`src/shared/dcsr_pkg.sv`:
```
// Constants for the second compressor control and effects status registers.
// Assumes a 32-bit APB slave with 16-bit byte addresses.
`default_nettype none

package dcsr_pkg;

	localparam int DCSR_ADDR_W = 16;
	localparam int DCSR_DATA_W = 32;

	// Byte addresses
	localparam logic [15:0] DCSR_EFFECTS_PATH_STATUS_OFFS = 16'ha804;
	localparam logic [15:0] DCSR_PATH_EN_OFFS = 16'ha808;
	localparam logic [15:0] DCSR_CTRL_OFFS = 16'hab18;

	// Effects status field and path indices inside it
	localparam int DCSR_FX_LSB = 4;
	localparam int DCSR_FX_W = 12;
	localparam logic [11:0] DCSR_FX_RST = 12'h000;
	localparam logic [11:0] DCSR_COMP_PATH_MASK = 12'h0f0;
	localparam int DCSR_PATH_REJECT_BIT = 16;

	// Control word fields
	localparam int DCSR_ATK_LSB = 28;
	localparam int DCSR_DCY_LSB = 24;
	localparam int DCSR_MIN_LSB = 18;
	localparam int DCSR_MAX_LSB = 16;
	localparam int DCSR_RMS_LSB = 11;
	localparam int DCSR_PK_LSB = 9;
	localparam int DCSR_NG_BIT = 8;
	localparam int DCSR_MODE_BIT = 7;
	localparam int DCSR_SIGDET_BIT = 6;
	localparam int DCSR_KNEE2_BIT = 5;
	localparam int DCSR_QR_BIT = 4;
	localparam int DCSR_ACLIP_BIT = 3;

	localparam logic [3:0] DCSR_ATK_RST = 4'h4;
	localparam logic [3:0] DCSR_DCY_RST = 4'h9;
	localparam logic [2:0] DCSR_MIN_RST = 3'h4;
	localparam logic [1:0] DCSR_MAX_RST = 2'h3;
	localparam logic [4:0] DCSR_RMS_RST = 5'h00;
	localparam logic [1:0] DCSR_PK_RST = 2'h0;
	localparam logic DCSR_NG_RST = 1'b0;
	localparam logic DCSR_MODE_RST = 1'b0;
	localparam logic DCSR_SIGDET_RST = 1'b0;
	localparam logic DCSR_KNEE2_RST = 1'b0;
	localparam logic DCSR_QR_RST = 1'b1;
	localparam logic DCSR_ACLIP_RST = 1'b1;

	localparam logic [31:0] DCSR_CTRL_RST = {DCSR_ATK_RST, DCSR_DCY_RST, 3'h0,
		DCSR_MIN_RST, DCSR_MAX_RST, DCSR_RMS_RST, DCSR_PK_RST, DCSR_NG_RST,
		DCSR_MODE_RST, DCSR_SIGDET_RST, DCSR_KNEE2_RST, DCSR_QR_RST,
		DCSR_ACLIP_RST, 3'h0};
	// Bits 23:21 and 2:0 are not stored
	localparam logic [31:0] DCSR_CTRL_MASK = 32'hff1ffff8;

	// Nearest defined codes for the processing side
	localparam logic [3:0] DCSR_ATK_LOWEST = 4'h1;
	localparam logic [3:0] DCSR_ATK_HIGHEST = 4'hb;
	localparam logic [3:0] DCSR_DCY_HIGHEST = 4'hb;
	localparam logic [2:0] DCSR_MIN_HIGHEST = 3'h4;

endpackage : dcsr_pkg

`default_nettype wire

```
`src/design/dcsr_code_clamp.sv`:
```
// Maps reserved rate and gain codes onto the nearest defined setting.
// Purely combinational; the caller registers the results.
`timescale 1ns/1ps
`default_nettype none

module dcsr_code_clamp (
	input wire logic [3:0] atk_raw,
	input wire logic [3:0] dcy_raw,
	input wire logic [2:0] min_raw,
	output logic [3:0] atk_eff,
	output logic [3:0] dcy_eff,
	output logic [2:0] min_eff
);
	import dcsr_pkg::*;

	always_comb begin
		// Code 0 sits below the fastest attack, codes above 1011 beyond the slowest
		if (atk_raw < DCSR_ATK_LOWEST) begin
			atk_eff = DCSR_ATK_LOWEST;
		end else if (atk_raw > DCSR_ATK_HIGHEST) begin
			atk_eff = DCSR_ATK_HIGHEST;
		end else begin
			atk_eff = atk_raw;
		end
		dcy_eff = (dcy_raw > DCSR_DCY_HIGHEST) ? DCSR_DCY_HIGHEST : dcy_raw;
		min_eff = (min_raw > DCSR_MIN_HIGHEST) ? DCSR_MIN_HIGHEST : min_raw;
	end

endmodule : dcsr_code_clamp

`default_nettype wire

```
`src/design/dcsr_regs.sv`:
```
// APB register slice for the second compressor: effects status, path enables
// and the dynamics control word.
// Assumes the clock monitor drives system_clock_too_slow on pclk.
//
// Contract
// - Effects status bits 15:4 read-only
// - Status bit order: EQ, compressors, filters
// - Attack rate bits 31:28, reset 0100
// - Decay rate bits 27:24, reset 1001
// - Minimum gain bits 20:18, reset 100
// - Maximum gain bits 17:16, reset 11
// - RMS threshold bits 15:11, reset 0
// - Peak threshold bits 10:9, reset 0
// - Detect mode bit 7, reset 0
// - Single-bit enables with their reset values
// - Refuse compressor enable when clock slow
`timescale 1ns/1ps
`default_nettype none

module dcsr_regs (
	input wire logic pclk,
	input wire logic presetn,
	input wire logic psel,
	input wire logic penable,
	input wire logic pwrite,
	input wire logic [dcsr_pkg::DCSR_ADDR_W-1:0] paddr,
	input wire logic [dcsr_pkg::DCSR_DATA_W-1:0] pwdata,
	input wire logic [3:0] pstrb,
	output logic [dcsr_pkg::DCSR_DATA_W-1:0] prdata,
	output logic pready,
	output logic pslverr,
	input wire logic system_clock_too_slow,
	output logic [dcsr_pkg::DCSR_FX_W-1:0] path_enable,
	output logic enable_rejected,
	output logic [3:0] gain_attack_rate,
	output logic [3:0] gain_decay_rate,
	output logic [2:0] minimum_gain_sel,
	output logic [1:0] maximum_gain_sel,
	output logic [4:0] detect_rms_threshold,
	output logic [1:0] detect_peak_threshold,
	output logic noise_gate_enable,
	output logic detect_mode_select,
	output logic signal_detect_enable,
	output logic second_knee_output_enable,
	output logic quick_release_enable,
	output logic anticlip_enable
);
	import dcsr_pkg::*;

	typedef struct packed {
		logic [31:0] ctrl;
		logic [11:0] path_en;
		logic rejected;
		logic [3:0] atk_eff;
		logic [3:0] dcy_eff;
		logic [2:0] min_eff;
		logic [31:0] rdata;
		logic slverr;
	} dcsr_state_s;

	localparam dcsr_state_s DCSR_STATE_RST = '{
		ctrl: DCSR_CTRL_RST,
		path_en: DCSR_FX_RST,
		rejected: 1'b0,
		atk_eff: DCSR_ATK_RST,
		dcy_eff: DCSR_DCY_RST,
		min_eff: DCSR_MIN_RST,
		rdata: 32'h0000_0000,
		slverr: 1'b0
	};

	dcsr_state_s state_q;
	dcsr_state_s state_d;

	logic setup_phase;
	logic access_wr;
	logic wr_ctrl;
	logic wr_path;
	logic [31:0] ctrl_next;
	logic [31:0] path_word;
	logic [31:0] path_written;
	logic [11:0] path_req;
	logic [11:0] path_rising;
	logic [11:0] path_allowed;
	logic reject_evt;
	logic reject_clr;
	logic [3:0] atk_clamped;
	logic [3:0] dcy_clamped;
	logic [2:0] min_clamped;

	function automatic logic [31:0] dcsr_merge(
		input logic [31:0] old_v,
		input logic [31:0] new_v,
		input logic [3:0] strb
	);
		logic [31:0] r;
		r = old_v;
		for (int i = 0; i < 4; i++) begin
			if (strb[i]) begin
				r[8*i +: 8] = new_v[8*i +: 8];
			end
		end
		return r;
	endfunction : dcsr_merge

	// Zero wait states: data for the access phase is latched during setup
	assign pready = 1'b1;
	assign setup_phase = psel && !penable;
	assign access_wr = psel && penable && pwrite;
	assign wr_ctrl = access_wr && (paddr == DCSR_CTRL_OFFS);
	assign wr_path = access_wr && (paddr == DCSR_PATH_EN_OFFS);

	// Reserved field codes are kept as written, only unused bits dropped
	assign ctrl_next = wr_ctrl ? (dcsr_merge(state_q.ctrl, pwdata, pstrb) & DCSR_CTRL_MASK)
		: state_q.ctrl;

	assign path_word = {15'h0000, state_q.rejected, 4'h0, state_q.path_en};
	assign path_written = dcsr_merge(path_word, pwdata, pstrb);
	assign path_req = wr_path ? path_written[11:0] : state_q.path_en;
	assign path_rising = path_req & ~state_q.path_en;
	// Running paths and disables always pass; only new compressor enables can be refused
	assign path_allowed = system_clock_too_slow ? ~(path_rising & DCSR_COMP_PATH_MASK)
		: 12'hfff;
	assign reject_evt = |(path_rising & DCSR_COMP_PATH_MASK) && system_clock_too_slow;
	assign reject_clr = wr_path && pstrb[2] && pwdata[DCSR_PATH_REJECT_BIT];

	dcsr_code_clamp u_clamp (
		.atk_raw(ctrl_next[DCSR_ATK_LSB +: 4]),
		.dcy_raw(ctrl_next[DCSR_DCY_LSB +: 4]),
		.min_raw(ctrl_next[DCSR_MIN_LSB +: 3]),
		.atk_eff(atk_clamped),
		.dcy_eff(dcy_clamped),
		.min_eff(min_clamped)
	);

	always_comb begin
		state_d = state_q;
		state_d.ctrl = ctrl_next;
		state_d.atk_eff = atk_clamped;
		state_d.dcy_eff = dcy_clamped;
		state_d.min_eff = min_clamped;
		state_d.path_en = path_req & path_allowed;
		// A refusal in the clearing cycle still leaves the flag set
		state_d.rejected = reject_evt || (state_q.rejected && !reject_clr);
		if (setup_phase) begin
			state_d.rdata = 32'h0000_0000;
			state_d.slverr = 1'b0;
			unique case (paddr)
				DCSR_EFFECTS_PATH_STATUS_OFFS: begin
					// Status is read-only; a write is flagged and has no effect
					state_d.rdata[DCSR_FX_LSB +: DCSR_FX_W] = state_q.path_en;
					state_d.slverr = pwrite;
				end
				DCSR_PATH_EN_OFFS: begin
					state_d.rdata = pwrite ? 32'h0000_0000 : path_word;
				end
				DCSR_CTRL_OFFS: begin
					state_d.rdata = pwrite ? 32'h0000_0000 : state_q.ctrl;
				end
				default: begin
					state_d.slverr = 1'b1;
				end
			endcase
		end
	end

	always_ff @(posedge pclk or negedge presetn) begin
		if (!presetn) begin
			state_q <= DCSR_STATE_RST;
		end else begin
			state_q <= state_d;
		end
	end

	assign prdata = state_q.rdata;
	assign pslverr = state_q.slverr;
	assign path_enable = state_q.path_en;
	assign enable_rejected = state_q.rejected;
	assign gain_attack_rate = state_q.atk_eff;
	assign gain_decay_rate = state_q.dcy_eff;
	assign minimum_gain_sel = state_q.min_eff;
	assign maximum_gain_sel = state_q.ctrl[DCSR_MAX_LSB +: 2];
	assign detect_rms_threshold = state_q.ctrl[DCSR_RMS_LSB +: 5];
	assign detect_peak_threshold = state_q.ctrl[DCSR_PK_LSB +: 2];
	assign noise_gate_enable = state_q.ctrl[DCSR_NG_BIT];
	assign detect_mode_select = state_q.ctrl[DCSR_MODE_BIT];
	assign signal_detect_enable = state_q.ctrl[DCSR_SIGDET_BIT];
	assign second_knee_output_enable = state_q.ctrl[DCSR_KNEE2_BIT];
	assign quick_release_enable = state_q.ctrl[DCSR_QR_BIT];
	assign anticlip_enable = state_q.ctrl[DCSR_ACLIP_BIT];

endmodule : dcsr_regs

`default_nettype wire

```
`config.mk`:
```
export PLATFORM = sky130hd
export DESIGN_NAME = dcsr_regs
export DESIGN_NICKNAME = d
export VERILOG_FILES = /design/src/shared/dcsr_pkg.sv /design/src/design/dcsr_code_clamp.sv /design/src/design/dcsr_regs.sv
export SDC_FILE = /design/constraint.sdc
export NUM_CORES = 1
export LEC_CHECK = 0
export BUFFER_PORTS_ARGS = -buffer_cell sky130_fd_sc_hd__buf_2
export CORE_ASPECT_RATIO = 0.7
export CORE_UTILIZATION = 35
export DETAILED_ROUTE_END_ITERATION = 12
export SKIP_LAST_GASP = 1
export SLEW_MARGIN = 20
export SYNTH_ARGS = -nofsm -noshare
export SYNTH_HDL_FRONTEND = slang
export SYNTH_SLANG_ARGS = --single-unit
```
`constraint.sdc`:
```
create_clock -name pclk -period 1.32 [get_ports pclk]
set_input_delay 0.396 -clock pclk [delete_from_list [all_inputs] [get_ports pclk]]
set_output_delay 0.396 -clock pclk [all_outputs]
set_load 0.05 [all_outputs]
```
==> run metrics <==
#FFs+latches synth 79; Die Span Y 91.12 um; kind of critical path in -> reg; FF-to-FF path depth 4; Worst VDD drop 0.5663 mV; critical path peak fanout 4; max frequency 550.4 MHz; GRT overflow 0; r2r setup slk 0.05 ns; initial antenna violation count 0; final hold vios 0; clock-pin transition on the worst setup and hold timing paths 0.06 ns; most common cell after layout, fill and taps aside dfrtp_1; sequential fraction of the synthesis area 50.13%; failing checks negative setup slack; clk root buf clkbuf_16; Tcrit/Tclk final 137.6%; DRC viols 0; CP top delay family simple AND/OR/NAND/NOR gates; slowest CP cell or4b_4; vias in the first global route 3130; Synth area leaders dfrtp_1 43%, buf_4 12%, mux2_2 9.1%; max-slew violation count 0; drt pass-1 iters 4; Util after Layout 51.56%; Via Count 3082; Leak 2.774 nW; register area 0.001997 mm2; CTS tree done; Hold Slack 0.2946 ns; worst hold path depth 2; Buf/Inv on CP 4; Starting Density 36.07%; P per Cell Area 879.7 mW/mm2; Ys Warns 0; CP Cell Sequence buf_6, or4b_4, buf_6, nor4_4, buf_4, buf_4, a22oi_2, o21ai_1; core area 0.01101 mm2; first-pass GRT wire length 16570 um; gp weighted congestion 0.7907; standard-cell row count 32; die width 129.3 um; MaxCap Viol Count 0; total wire length 10680 um; leading area contributor after synthesis dfrtp_1; clock sinks 79; Max H-tree Level 3; Tot GR Track Use 18.61%; WP depth 8; Syn Std Cell Area 0.003971 mm2; full die area 0.01178 mm2; min cycle time layout 1.817 ns; largest net degree at the start of global routing 33; CP Capture Type flop; post-synth top area share 42.85%; HPWL reported at the end of detailed placement 7338 um; # diodes 0; cells after synthesis 341; CTS max path bufs 2; final number of setup-violating endpoints 87; Worst Path Arrival 2.08 ns; # nets final 526; fillcell total 994; CP required 1.58 ns; I/O pin total 131; outcome finished, violations left; CP Launch Type input port; starting DRC count in detailed routing 217; Worst Setup SP paddr[6]; PortBufs 123; layout cells sized above 1 59.75%; routed len/inst 17.08 um; worst hold-check path type in -> reg; total CTS buffers 9; Final Skew 0.006780 ns; setup slack after layout -0.4968 ns; launching point of the worst reg2reg path path_enable[8]$_DFFE_PN0P_; crit-path max cell delay 0.59 ns; worst-skew pair later-pin latency 0.33 ns; area delta synth->final 42.94%; Vias/cell 4.931; hold_sp pwdata[2]; commonest non-fill, non-tap cells in the layout 63 x dfrtp_1, 62 x buf_6, 60 x buf_4; Cell variety after synth 40; post-route ant nets 0; Avg Inst Size Synth 11.65 um2; area occupied by multi-input gates 0.001568 mm2; RSZ-0062 raised after global routing true
==> state kept, by name, summed over array words and instances (netlist names), named ones only <==
name	count
enable_rejected	1
second_knee_output_enable	1
quick_release_enable	1
gain_decay_rate	4
anticlip_enable	1
gain_attack_rate	4
state_q	11
detect_rms_threshold	5
noise_gate_enable	1
detect_peak_threshold	2
detect_mode_select	1
path_enable	8
maximum_gain_sel	2
signal_detect_enable	1
pslverr	1
prdata	29
minimum_gain_sel	2
==> power by group <==
group	switching (W)	total, W	internal, W
sequential	0.0000000676	0.00242	0.00242
clock	0.000936	0.00225	0.00131
combinational	0.000193	0.000323	0.000129
==> cell type report <==
| type | instances | share of cell area, % |
|---|---|---|
| tap | 153 | 3.372 |
| timing repair buffer | 189 | 28.87 |
| clock buffer | 12 | 4.342 |
| sequential | 79 | 35.18 |
| inverter | 4 | 0.2645 |
| clock inverter | 3 | 0.3527 |
| multi-input combinational | 185 | 27.62 |
==> cell usage after synthesis <==
library cell   n
dfrtp_1       68
buf_4         65
mux2_2        32
a22o_1        22
nand2_1       19
o21ai_0       17
a22oi_1       12
dfstp_2       11
nand2b_1      10
nand3_1        9
clkbuf_1       8
mux2i_1        8
a21oi_1        7
nor3_1         6
o22a_1         5
inv_1          4
mux2_4         4
nand3_2        3
a211oi_1       2
and2_1         2
buf_2          2
buf_6          2
conb_1         2
nor4_2         2
o22ai_1        2
or3b_2         2
or4b_2         2
and3_1         1
and4b_1        1
nand3_4        1
nand4_1        1
nor2_1         1
nor2b_1        1
nor3_4         1
nor3b_1        1
nor4_1         1
o2bb2ai_1      1
or3_1          1
or4b_1         1
or4b_4         1
==> cell families (layout without fill, tap and decap cells) <==
logic type	count (synthesis)	after routing	synth area share, %
buffers and inverters	81	208	14.24
multiplexers	44	44	12.60
AO/OA/AOI/OAI	68	68	12.16
AND/OR/NAND/NOR	67	69	10.68
other	2	4	0.1891
flip-flops	79	79	50.13
==> layer usage <==
metal	GRT usage, %	wire length [um]
met4	5.098	195
met1	25.69	4922
met5	0	0
met2	28.81	4912
met3	4.596	647
==> worst paths after layout <==
check,endpoint
setup / recovery,prdata[7]$_DFFE_PN0P_
hold / removal,flop
setup reg to reg,prdata[8]$_DFFE_PN0P_
hold reg to reg,prdata[3]$_DFFE_PN0P_
max in group asynchronous,maximum_gain_sel[0]$_DFFE_PN1P_
min in group asynchronous,gain_decay_rate[2]$_DFF_PN0_
==> metrics by stage <==
stage          setup TNS, ns  cells  total power, W  cell area [um2]  setup slack, ns
2_1_floorplan         -50.64    343        0.002565             3986          -0.8274
3_3_place_gp          -64.13    571        0.002759             4518          -0.8766
3_5_place_dp          -65.41    571        0.002763             4518          -0.9428
4_1_cts               -29.46    613        0.005065             5469          -0.4312
5_1_grt               -35.06    625        0.005183             5677          -0.5368
6_report              -31.30    625        0.004994             5677          -0.4968
==> timing repair <==
action	in CTS	in global routing
gates resized for setup	150	37
hold endpoints to repair	14	0
pin swaps	18	4
cloned	2	1
hold buffers	1	0
setup endpoints to repair	141	125
setup buffers	24	12
No activity file was read; power rests on OpenSTA's default activity.
